<file path="config.mk">
export PLATFORM = sky130hd
export DESIGN_NAME = cc_port_ctrl
export DESIGN_NICKNAME = d
export VERILOG_FILES = /design/src/inc/cc_port_pkg.sv /design/src/logic/cc_port_ctrl.sv
export VERILOG_INCLUDE_DIRS = /design/src /design/src/inc
export SDC_FILE = /design/constraint.sdc
export NUM_CORES = 1
export LEC_CHECK = 0
export CAP_MARGIN = 30
export CORE_MARGIN = 3
export CORE_UTILIZATION = 53
export DETAILED_ROUTE_END_ITERATION = 10
export DONT_BUFFER_PORTS = 1
export HOLD_SLACK_MARGIN = 0.15
export PLACE_DENSITY = 0.73
export SETUP_SLACK_MARGIN = 0.4
export SLEW_MARGIN = 40
export SYNTH_ARGS = -nofsm -noshare
export SYNTH_HDL_FRONTEND = slang
export SYNTH_SLANG_ARGS = --single-unit
</file>
<file path="constraint.sdc">
create_clock -name sys_clk -period 6.5 [get_ports sys_clk]
set_input_delay 1.3 -clock sys_clk [delete_from_list [all_inputs] [get_ports sys_clk]]
set_output_delay 1.3 -clock sys_clk [all_outputs]
set_load 0.05 [all_outputs]
</file>
<file path="src/inc/cc_port_consts.svh">
`ifndef CC_PORT_CONSTS_SVH
`define CC_PORT_CONSTS_SVH

// Serial target addresses chosen by the bus-select strap
`define DEV_ADDR_HI     7'h67
`define DEV_ADDR_LO     7'h47

// Register indices
`define REG_STATUS      4'h0
`define REG_CTRL        4'h1
`define REG_INT_STATUS  4'h2
`define REG_INT_CLEAR   4'h3
`define REG_INT_ENABLE  4'h4
`define REG_ROLE        4'h5

// Control register fields
`define CTRL_SOFT_RST   0
`define CTRL_OVR_EN     1
`define CTRL_ROLE_LSB   2
`define CTRL_ADV_LSB    4
`define CTRL_RST_VAL    8'h00
`define CTRL_KEEP_MASK  8'h3e

// Event bits
`define EV_ATTACH       0
`define EV_DETACH       1
`define EV_AUDIO        2
`define EV_CURRENT      3
`define INT_EN_RST_VAL  8'h00

// Timing
`define CLK_MHZ         200
`define DRP_HALF_US     35
`define CC_DEBOUNCE_US  150

`endif

</file>
<file path="src/inc/cc_port_pkg.sv">
package cc_port_pkg;

	typedef enum logic [1:0] {STRAP_LOW, STRAP_HIGH, STRAP_OPEN} strap_t;
	typedef enum logic [1:0] {ROLE_SNK, ROLE_SRC, ROLE_DRP} role_t;
	typedef enum logic [1:0] {CUR_NONE, CUR_DEF, CUR_MED, CUR_HIGH} cur_t;
	typedef enum logic [2:0] {
		ST_UNATT_SRC, ST_UNATT_SNK, ST_WAIT_SRC, ST_WAIT_SNK,
		ST_ATT_SRC, ST_ATT_SNK, ST_AUDIO
	} fsm_t;

	// Tri-level strap seen through two comparators
	typedef struct packed {
		logic hi;
		logic lo;
	} strap_pins_t;

	// One CC line as seen by the analog front end
	typedef struct packed {
		logic       rd;
		logic       ra;
		logic [1:0] rp;
	} cc_sense_t;

	typedef struct packed {
		logic       rd;
		logic       wr;
		logic [6:0] dev;
		logic [3:0] addr;
		logic [7:0] wdata;
	} bus_req_t;

	// Open-drain enables: high pulls the pin low
	typedef struct packed {
		logic attach;
		logic mode_a;
		logic mode_b;
		logic audio_int;
	} od_t;

	typedef struct packed {
		logic        en_s1;
		logic        en_s2;
		strap_pins_t port_s1;
		strap_pins_t port_s2;
		strap_pins_t addr_s1;
		strap_pins_t addr_s2;
		cc_sense_t   cc1_s1;
		cc_sense_t   cc1_s2;
		cc_sense_t   cc2_s1;
		cc_sense_t   cc2_s2;
		logic        vbus_s1;
		logic        vbus_s2;
		logic        was_en;
		role_t       role;
		strap_t      busmode;
		fsm_t        fsm;
		logic [23:0] cnt;
		logic        orient;
		cur_t        cur;
		logic [7:0]  ctrl;
		logic [7:0]  int_st;
		logic [7:0]  int_en;
		logic [7:0]  rdata;
	} state_t;

endpackage

</file>
<file path="src/logic/cc_port_ctrl.sv">
// Our own choices: the address-and-strobe port and the register addresses.
`include "cc_port_consts.svh"

module cc_port_ctrl #(
	parameter int unsigned DRP_HALF_CYC = `DRP_HALF_US * `CLK_MHZ,
	parameter int unsigned DEBOUNCE_CYC = `CC_DEBOUNCE_US * `CLK_MHZ
) (
	// Clock and reset
	input  wire logic                   sys_clk,
	input  wire logic                   sys_rst,
	// Pins from outside the clock domain
	input  wire logic                   en_n,
	input  wire cc_port_pkg::strap_pins_t port_strap,
	input  wire cc_port_pkg::strap_pins_t bus_strap,
	input  wire cc_port_pkg::cc_sense_t cc1_sense,
	input  wire cc_port_pkg::cc_sense_t cc2_sense,
	input  wire logic                   bus_power_sense,
	// Analog front end control
	output logic                        cc_pullup_en,
	output logic                        cc_pulldown_en,
	output logic [1:0]                  cc_adv_level,
	// Open-drain pin enables
	output cc_port_pkg::od_t            od_oe,
	// Register port behind the serial engine
	input  wire cc_port_pkg::bus_req_t  req,
	output logic [7:0]                  rdata,
	output logic                        irq
);

	cc_port_pkg::state_t st_r;
	cc_port_pkg::state_t st_nxt;

	logic                 en;
	logic                 serial;
	logic                 capture;
	logic                 soft_rst;
	logic                 hit;
	logic                 wr_hit;
	logic                 rd_hit;
	logic [6:0]           sel_addr;
	logic [7:0]           clr;
	logic [7:0]           ev;
	logic [7:0]           status;
	logic                 src_seen;
	logic                 snk_seen;
	logic                 audio_seen;
	logic                 drp_flip;
	logic                 debounced;
	cc_port_pkg::role_t   eff_role;
	cc_port_pkg::cc_sense_t act_cc;

	function automatic cc_port_pkg::strap_t decode_strap(cc_port_pkg::strap_pins_t p);
		if (p.hi && !p.lo) begin
			return cc_port_pkg::STRAP_HIGH;
		end else if (p.lo && !p.hi) begin
			return cc_port_pkg::STRAP_LOW;
		end
		return cc_port_pkg::STRAP_OPEN;
	endfunction

	function automatic cc_port_pkg::role_t strap_role(cc_port_pkg::strap_pins_t p);
		case (decode_strap(p))
			cc_port_pkg::STRAP_HIGH: return cc_port_pkg::ROLE_SRC;
			cc_port_pkg::STRAP_LOW:  return cc_port_pkg::ROLE_SNK;
			default:                 return cc_port_pkg::ROLE_DRP;
		endcase
	endfunction

	function automatic cc_port_pkg::fsm_t home(cc_port_pkg::role_t r);
		return (r == cc_port_pkg::ROLE_SNK) ? cc_port_pkg::ST_UNATT_SNK
			: cc_port_pkg::ST_UNATT_SRC;
	endfunction

	function automatic logic is_att(cc_port_pkg::fsm_t f);
		return f == cc_port_pkg::ST_ATT_SRC || f == cc_port_pkg::ST_ATT_SNK
			|| f == cc_port_pkg::ST_AUDIO;
	endfunction

	// enable is active low, pulled up when idle
	assign en      = !st_r.en_s2;
	assign capture = en && !st_r.was_en;

	// serial address follows the bus strap
	assign serial   = st_r.busmode != cc_port_pkg::STRAP_OPEN;
	assign sel_addr = (st_r.busmode == cc_port_pkg::STRAP_HIGH) ? `DEV_ADDR_HI
		: `DEV_ADDR_LO;
	assign hit      = en && serial && req.dev == sel_addr;
	assign wr_hit   = hit && req.wr;
	assign rd_hit   = hit && req.rd;
	assign soft_rst = wr_hit && req.addr == `REG_CTRL && req.wdata[`CTRL_SOFT_RST];
	assign clr      = (wr_hit && req.addr == `REG_INT_CLEAR) ? req.wdata : 8'h00;

	// serial override of the strapped role
	always_comb begin
		eff_role = st_r.role;
		if (serial && st_r.ctrl[`CTRL_OVR_EN]) begin
			case (st_r.ctrl[`CTRL_ROLE_LSB +: 2])
				2'h0:    eff_role = cc_port_pkg::ROLE_SNK;
				2'h1:    eff_role = cc_port_pkg::ROLE_SRC;
				default: eff_role = cc_port_pkg::ROLE_DRP;
			endcase
		end
	end

	// line detection on both CC pins
	assign src_seen   = st_r.cc1_s2.rd || st_r.cc2_s2.rd;
	assign audio_seen = st_r.cc1_s2.ra && st_r.cc2_s2.ra;
	assign snk_seen   = st_r.cc1_s2.rp != 2'h0 || st_r.cc2_s2.rp != 2'h0;
	assign act_cc     = st_r.orient ? st_r.cc2_s2 : st_r.cc1_s2;
	assign drp_flip   = eff_role == cc_port_pkg::ROLE_DRP
		&& st_r.cnt >= 24'(DRP_HALF_CYC);
	assign debounced  = st_r.cnt >= 24'(DEBOUNCE_CYC);

	assign status = {1'b0, st_r.vbus_s2, st_r.fsm == cc_port_pkg::ST_AUDIO, st_r.cur,
		st_r.orient, st_r.fsm == cc_port_pkg::ST_ATT_SRC, is_att(st_r.fsm)};

	always_comb begin
		st_nxt = st_r;
		ev = 8'h00;
		st_nxt.en_s1   = en_n;
		st_nxt.en_s2   = st_r.en_s1;
		st_nxt.port_s1 = port_strap;
		st_nxt.port_s2 = st_r.port_s1;
		st_nxt.addr_s1 = bus_strap;
		st_nxt.addr_s2 = st_r.addr_s1;
		st_nxt.cc1_s1  = cc1_sense;
		st_nxt.cc1_s2  = st_r.cc1_s1;
		st_nxt.cc2_s1  = cc2_sense;
		st_nxt.cc2_s2  = st_r.cc2_s1;
		st_nxt.vbus_s1 = bus_power_sense;
		st_nxt.vbus_s2 = st_r.vbus_s1;
		st_nxt.was_en  = en;
		st_nxt.cnt     = st_r.cnt + 24'h1;
		st_nxt.rdata   = 8'h00;

		case (st_r.fsm)
			cc_port_pkg::ST_UNATT_SRC: begin
				// restart lands here; a sink role moves on
				if (eff_role == cc_port_pkg::ROLE_SNK) begin
					st_nxt.fsm = cc_port_pkg::ST_UNATT_SNK;
					st_nxt.cnt = 24'h0;
				end else if (src_seen || audio_seen) begin
					st_nxt.fsm = cc_port_pkg::ST_WAIT_SRC;
					st_nxt.cnt = 24'h0;
				end else if (drp_flip) begin
					st_nxt.fsm = cc_port_pkg::ST_UNATT_SNK;
					st_nxt.cnt = 24'h0;
				end
			end
			cc_port_pkg::ST_UNATT_SNK: begin
				// a source role never waits as sink
				if (eff_role == cc_port_pkg::ROLE_SRC) begin
					st_nxt.fsm = cc_port_pkg::ST_UNATT_SRC;
					st_nxt.cnt = 24'h0;
				end else if (snk_seen) begin
					st_nxt.fsm = cc_port_pkg::ST_WAIT_SNK;
					st_nxt.cnt = 24'h0;
				end else if (drp_flip) begin
					st_nxt.fsm = cc_port_pkg::ST_UNATT_SRC;
					st_nxt.cnt = 24'h0;
				end
			end
			cc_port_pkg::ST_WAIT_SRC: begin
				if (!src_seen && !audio_seen) begin
					st_nxt.fsm = cc_port_pkg::ST_UNATT_SRC;
					st_nxt.cnt = 24'h0;
				end else if (debounced) begin
					st_nxt.fsm    = audio_seen ? cc_port_pkg::ST_AUDIO
						: cc_port_pkg::ST_ATT_SRC;
					st_nxt.orient = !st_r.cc1_s2.rd;
				end
			end
			cc_port_pkg::ST_WAIT_SNK: begin
				if (!snk_seen) begin
					st_nxt.fsm = cc_port_pkg::ST_UNATT_SNK;
					st_nxt.cnt = 24'h0;
				// bus power confirms the sink attach
				end else if (debounced && st_r.vbus_s2) begin
					st_nxt.fsm    = cc_port_pkg::ST_ATT_SNK;
					st_nxt.orient = st_r.cc1_s2.rp == 2'h0;
					// Level valid from the first attached cycle, no pin glitch
					st_nxt.cur    = cc_port_pkg::cur_t'(st_r.cc1_s2.rp | st_r.cc2_s2.rp);
				end
			end
			cc_port_pkg::ST_ATT_SRC: begin
				if (!act_cc.rd) begin
					st_nxt.fsm = home(eff_role);
					st_nxt.cnt = 24'h0;
				end
			end
			cc_port_pkg::ST_ATT_SNK: begin
				st_nxt.cur = cc_port_pkg::cur_t'(act_cc.rp);
				if (!st_r.vbus_s2) begin
					st_nxt.fsm = home(eff_role);
					st_nxt.cnt = 24'h0;
					st_nxt.cur = cc_port_pkg::CUR_NONE;
				end
			end
			cc_port_pkg::ST_AUDIO: begin
				if (!audio_seen) begin
					st_nxt.fsm = home(eff_role);
					st_nxt.cnt = 24'h0;
				end
			end
			default: begin
				st_nxt.fsm = home(eff_role);
			end
		endcase

		ev[`EV_ATTACH]  = is_att(st_nxt.fsm) && !is_att(st_r.fsm);
		ev[`EV_DETACH]  = !is_att(st_nxt.fsm) && is_att(st_r.fsm);
		ev[`EV_AUDIO]   = st_nxt.fsm == cc_port_pkg::ST_AUDIO
			&& st_r.fsm != cc_port_pkg::ST_AUDIO;
		ev[`EV_CURRENT] = st_nxt.cur != st_r.cur;
		// Set beats a clear in the same cycle
		st_nxt.int_st = (st_r.int_st & ~clr) | ev;

		if (wr_hit) begin
			case (req.addr)
				`REG_CTRL: begin
					// A role change restarts detection from scratch
					st_nxt.ctrl = req.wdata & `CTRL_KEEP_MASK;
					st_nxt.fsm  = cc_port_pkg::ST_UNATT_SRC;
					st_nxt.cnt  = 24'h0;
				end
				`REG_INT_ENABLE: begin
					st_nxt.int_en = req.wdata;
				end
				default: begin
				end
			endcase
		end
		if (rd_hit) begin
			case (req.addr)
				`REG_STATUS:     st_nxt.rdata = status;
				`REG_CTRL:       st_nxt.rdata = st_r.ctrl;
				`REG_INT_STATUS: st_nxt.rdata = st_r.int_st;
				`REG_INT_ENABLE: st_nxt.rdata = st_r.int_en;
				`REG_ROLE:       st_nxt.rdata = {4'h0, 2'(eff_role), 2'(st_r.role)};
				default:         st_nxt.rdata = 8'h00;
			endcase
		end

		// port strap captured at enable and soft reset, bus strap at enable only
		if (capture || soft_rst) begin
			st_nxt.role = strap_role(st_r.port_s2);
			st_nxt.cnt  = 24'h0;
			st_nxt.cur  = cc_port_pkg::CUR_NONE;
			if (capture) begin
				st_nxt.busmode = decode_strap(st_r.addr_s2);
				st_nxt.ctrl    = `CTRL_RST_VAL;
				st_nxt.int_en  = `INT_EN_RST_VAL;
				st_nxt.int_st  = 8'h00;
			end
			st_nxt.fsm = (strap_role(st_r.port_s2) == cc_port_pkg::ROLE_SNK)
				? cc_port_pkg::ST_UNATT_SNK : cc_port_pkg::ST_UNATT_SRC;
		end
		if (!en) begin
			st_nxt.fsm    = cc_port_pkg::ST_UNATT_SRC;
			st_nxt.cnt    = 24'h0;
			st_nxt.cur    = cc_port_pkg::CUR_NONE;
			st_nxt.int_st = 8'h00;
		end
	end

	always_ff @(posedge sys_clk) begin
		if (sys_rst) begin
			st_r       <= '0;
			st_r.en_s1 <= 1'b1;
			st_r.en_s2 <= 1'b1;
			st_r.ctrl  <= `CTRL_RST_VAL;
			st_r.int_en <= `INT_EN_RST_VAL;
		end else begin
			st_r <= st_nxt;
		end
	end

	assign cc_adv_level   = (st_r.ctrl[`CTRL_ADV_LSB +: 2] == 2'h0) ? 2'h1
		: st_r.ctrl[`CTRL_ADV_LSB +: 2];
	assign cc_pullup_en   = en && (st_r.fsm == cc_port_pkg::ST_UNATT_SRC
		|| st_r.fsm == cc_port_pkg::ST_WAIT_SRC || st_r.fsm == cc_port_pkg::ST_ATT_SRC
		|| st_r.fsm == cc_port_pkg::ST_AUDIO);
	assign cc_pulldown_en = en && (st_r.fsm == cc_port_pkg::ST_UNATT_SNK
		|| st_r.fsm == cc_port_pkg::ST_WAIT_SNK || st_r.fsm == cc_port_pkg::ST_ATT_SNK);
	assign irq            = en && serial && |(st_r.int_st & st_r.int_en);
	assign rdata          = st_r.rdata;

	// attach flag only while enabled source sees a sink
	assign od_oe.attach    = en && st_r.fsm == cc_port_pkg::ST_ATT_SRC;
	assign od_oe.mode_a    = en && !serial && st_r.fsm == cc_port_pkg::ST_ATT_SNK
		&& st_r.cur != cc_port_pkg::CUR_DEF;
	assign od_oe.mode_b    = en && !serial && st_r.fsm == cc_port_pkg::ST_ATT_SNK
		&& st_r.cur == cc_port_pkg::CUR_HIGH;
	assign od_oe.audio_int = serial ? irq
		: (en && st_r.fsm == cc_port_pkg::ST_AUDIO);
endmodule

</file>
; ---- Yosys cells after proc, flatten, opt, wreduce, memory -nomap -nowiden
; Cells that the tools add are included.
[op_classes]
n_bitwise = 6
mux = 60
add_sub_neg = 1
n_eq_ne = 29
magnitude_cmp = 2
reduce_logical = 71
[ops]
columns = operator, count
row1 = $mux 27, 12
row2 = $pmux 24 s7, 1
row3 = $mux 24, 4
row4 = $mux 8, 5
row5 = $pmux 8 s5, 1
row6 = $logic_and 1x1->1, 29
row7 = $add 24x1->24 const B, 1
row8 = $ge 24x13->1 const B, 1
row9 = $ge 24x15->1 const B, 1
row10 = $mux 2, 12
row11 = $pmux 3 s7, 1
row12 = $eq 3x3->1 const B, 6
row13 = $mux 3, 6
row14 = $and 8x8->8, 2
row15 = $logic_or 1x1->1, 13
row16 = $logic_not 1->1, 12
row17 = $logic_not 2->1, 6
row18 = $mux 1, 12
row19 = $pmux 2 s2, 3
row20 = $ne 2x2->1 const B, 5
row21 = $eq 2x1->1 const B, 4
row22 = $eq 4x2->1 const B, 2
row23 = $eq 4x3->1 const B, 2
row24 = $not 8->8, 1
row25 = 22 further kinds, 27
[word_totals]
inputBits = 37
wordCells = 204
reg_bits = 95
out_inout_bits = 17

; ---- Longest topological paths before layout
[depth]
ltp_word = 17
ltp_mapped = 8

; ---- Least setup slack after synthesis
; Ideal clock, no wire load.
[synth_timing]
path_type = flip-flop to output port
startpoint = reg st_r[59] in the netlist's numbering
endpoint = out od_oe[2] in the netlist's numbering
stages_incl_launch_ff = 5
setup_slack_ns = 1.775
arrival_ns = 3.425
t_required_ns = 5.200
cell_sequence = dfxtp_1 clkbuf_1 clkbuf_1 nand3_1 a2111oi_0
[synth_rtl]
columns = item, line
row1 = "start, declared", cc_port_ctrl.sv:30  ; cc_port_pkg::state_t st_r;
row2 = "start signal, assigned", cc_port_ctrl.sv:274  ; st_r <= st_nxt;
row3 = "end, declared", cc_port_ctrl.sv:23  ; output cc_port_pkg::od_t od_oe,

==> reports/qor.yml <==
seq_area_frac_synth: 0.423
place_hpwl_microns: 7100
die_w_microns: 98.1
ioPinCount: 54
post_cts_resized: 0
post_cts_buffers: 0
htree_num_levels: 3
min_path_cells: 1
p_clk_frac: 0.442
yosysUniqueCellTypes: 61
grt-ovfl-total: 0
synth_top_family_by_area: "simple AND/OR/NAND/NOR gates"
r2r_slack_ps: 4040
syn_area_sq_mm: 0.00449
fmax_ghz: 0.282
power_density_mw_per_mm2: 239
antenna_found_initial: 1
comb_power_share: 0.034
drtIter0Drc: 314
ys_ff_latch: 95
clk_transition_reported_paths_ps: 90
criticalPathCategory: "reg2out"
arrival_ps: 2250
tightestPinTransition_ps: 770
syn_nets: 560
setup_violations: 0
wire_per_inst_microns: 16.4
hp-start: "st_nxt[93]"
die-height_microns: 98.1
rows: 32
diodes: 0
fp.coreArea_sq_mm: 0.00797
min_delay_worst_endpoint: "st_r[93]"
grt_max_degree: 36
p_leak_nw: 1.64
p_seq_frac: 0.524
dr_total_vias: 3613
hold_violations: 0
grt_usage: 0.207
clk_latency_ps: 360
finalInstanceArea_sq_mm: 0.00476
status: "finished clean"
cp-start-kind: "register"
cts-root-buf: "clkbuf_8"
gp_congestion: 0.935
cts_tree: "yes"
synthXorXnorAreaFrac: 0.0487
stdcell_count: 601
irDropWorstVdd_uv: 153
crit_start: "st_r[60]"
p_switching_mw: 0.228
port-buffer-count: 0
rr_endpoint: "st_r[59]"
cts_inserted_buffers: 9
worst-path-max-fanout: 22
synth_fa_ha_area_frac: 0.0139
die_area_sq_mm: 0.00962
clockBufferDepth: 2
required_ps: 5200
tns_ps: 0
internal-power_mw: 0.910
swShare: 0.200
synth_cells: 518
grt_pass1_vias: 3346
synth_mux_area_frac: 0.0563
viasPerCell: 6.01
yosysWarnings: 0
relSlewSlack: 0.485
post_dp_cell_area_sq_mm: 0.00450
finalCritPeriodShare: 0.546
avgSynthCellArea_sq_um: 8.67
place_inst: 586
synth_compound_area_frac: 0.133
max-cap-violations: 0
r2r-start: "st_r[93]"
final_layout_size_suffix_gt1_frac: 0.0741
reg2reg_depth: 5
grt_pass1_wl_microns: 16400
synth-simple-area-share: 0.275
skew_ps: 5.13
firstDrtPassIters: 5
holdWs_ps: 428
end_kind: "output port"
clock-sinks: 95
fin_crit_ps: 3550
drv_slew: 0
start_util: 0.564
detail-route-antenna-nets: 0
drc_errors: 0
final_nets: 537
hp-class: "reg2reg"
synth_edf_count: 0
synthArstFlopShare: 0
cts-hold-fix-buffers: 0
syn_to_final_growth_pct: 6.04
routed_wl_microns: 9880
rsz0062_at_grt: "no"
power_mw: 1.14
synth_flop_cell: "dfxtp_1"
==> stage by stage <==
stage                      util  setup WS (ps)
after floorplan               -           1780
after global placement    0.562           3220
after detailed placement  0.564           3240
after CTS                 0.598           2970
after global routing      0.598           2790
final                     0.598           2950
==> final cells by class <==
type	count	area, sq um
fillers	692	3200
multi-input cells	375	2400
flip-flops and latches	95	1900
clock buffers	10	138
clock inverters	5	129
well taps	102	128
inverters	11	41.3
repair buffers	3	22.5
==> synthesized netlist by cell type (all sizes together) (11+ instances only) <==
master  instances  area, sq um
and2           15         93.8
nand2          38          143
clkbuf         23         86.3
mux2i          23          230
xnor2          13          114
nor2           46          173
nor2b          33          206
inv            11         41.3
buf            14         95.1
dfxtp          95         1900
a22oi          11         82.6
o21ai          12         63.8
xor2           12          105
a21oi          24          124
nor3           33          176
nand3          17         90.1
==> power groups by stage <==
stage               combinational (mW)  clock (mW)  sequential [mW]
floorplan                       0.0378           0            0.607
global placement                0.0367           0            0.610
detailed placement              0.0376           0            0.611
CTS                             0.0379       0.508            0.597
global route                    0.0423       0.534            0.598
finish                          0.0382       0.503            0.597
==> cell families (layout without fill, tap and decap cells) <==
family,after synthesis,in the layout
buffers and inverters,48,29
adder cells (fa/ha/maj),5,5
AO/OA/AOI/OAI,89,89
flip-flops,95,95
XOR/XNOR,25,25
multiplexers,25,25
AND/OR/NAND/NOR,231,231
==> sequential cells by signal (all words and copies together) (netlist names) <==
| register | count |
|---|---|
| st_r | 73 |
| st_nxt | 14 |
| rdata | 8 |
==> cell usage in the layout (no fill, tap or decap), types with 7 or more instances in the layout <==
cell type	Yosys	routed
a21oi_1	23	23
a22oi_1	11	11
and2_1	15	15
clkbuf_8	0	10
dfxtp_1	95	95
inv_1	11	11
mux2i_1	23	23
nand2_1	38	38
nand2b_1	7	7
nand3_1	16	16
nor2_1	46	44
nor2b_1	33	33
nor3_1	32	31
o21ai_0	10	10
o22ai_1	10	10
xnor2_1	13	13
xor2_1	12	12
==> worst max-delay path: stages (launching register included) <==
cell and delay (ps):
dfxtp_1 800, xor2_1 240, nand3_1 200, a2111oi_2 390, buf_4 260
==> layer usage <==
| metal | part of all wire | global-route usage | wire length [microns] | vias to the layer above |
|---|---|---|---|---|
| li1 | - | - | - | 1756 |
| met1 | 0.46 | 0.279 | 4500 | 1706 |
| met2 | 0.47 | 0.329 | 4610 | 130 |
| met3 | 0.064 | 0.0507 | 635 | 19 |
| met4 | 0.012 | 0.0618 | 120 | 2 |
| met5 | 0.0012 | 0 | 12 | - |
==> worst max path at each step <==
stage	end	slack, ps	depth (start not counted)
final	od_oe[2]	2950	4
after global routing	od_oe[2]	2790	4
after CTS	od_oe[2]	2970	4
after detailed placement	st_r[9]	3240	6
after global placement	st_r[59]	3220	6
after floorplan	od_oe[2]	1780	4
Power figures use the tool's default switching activity.
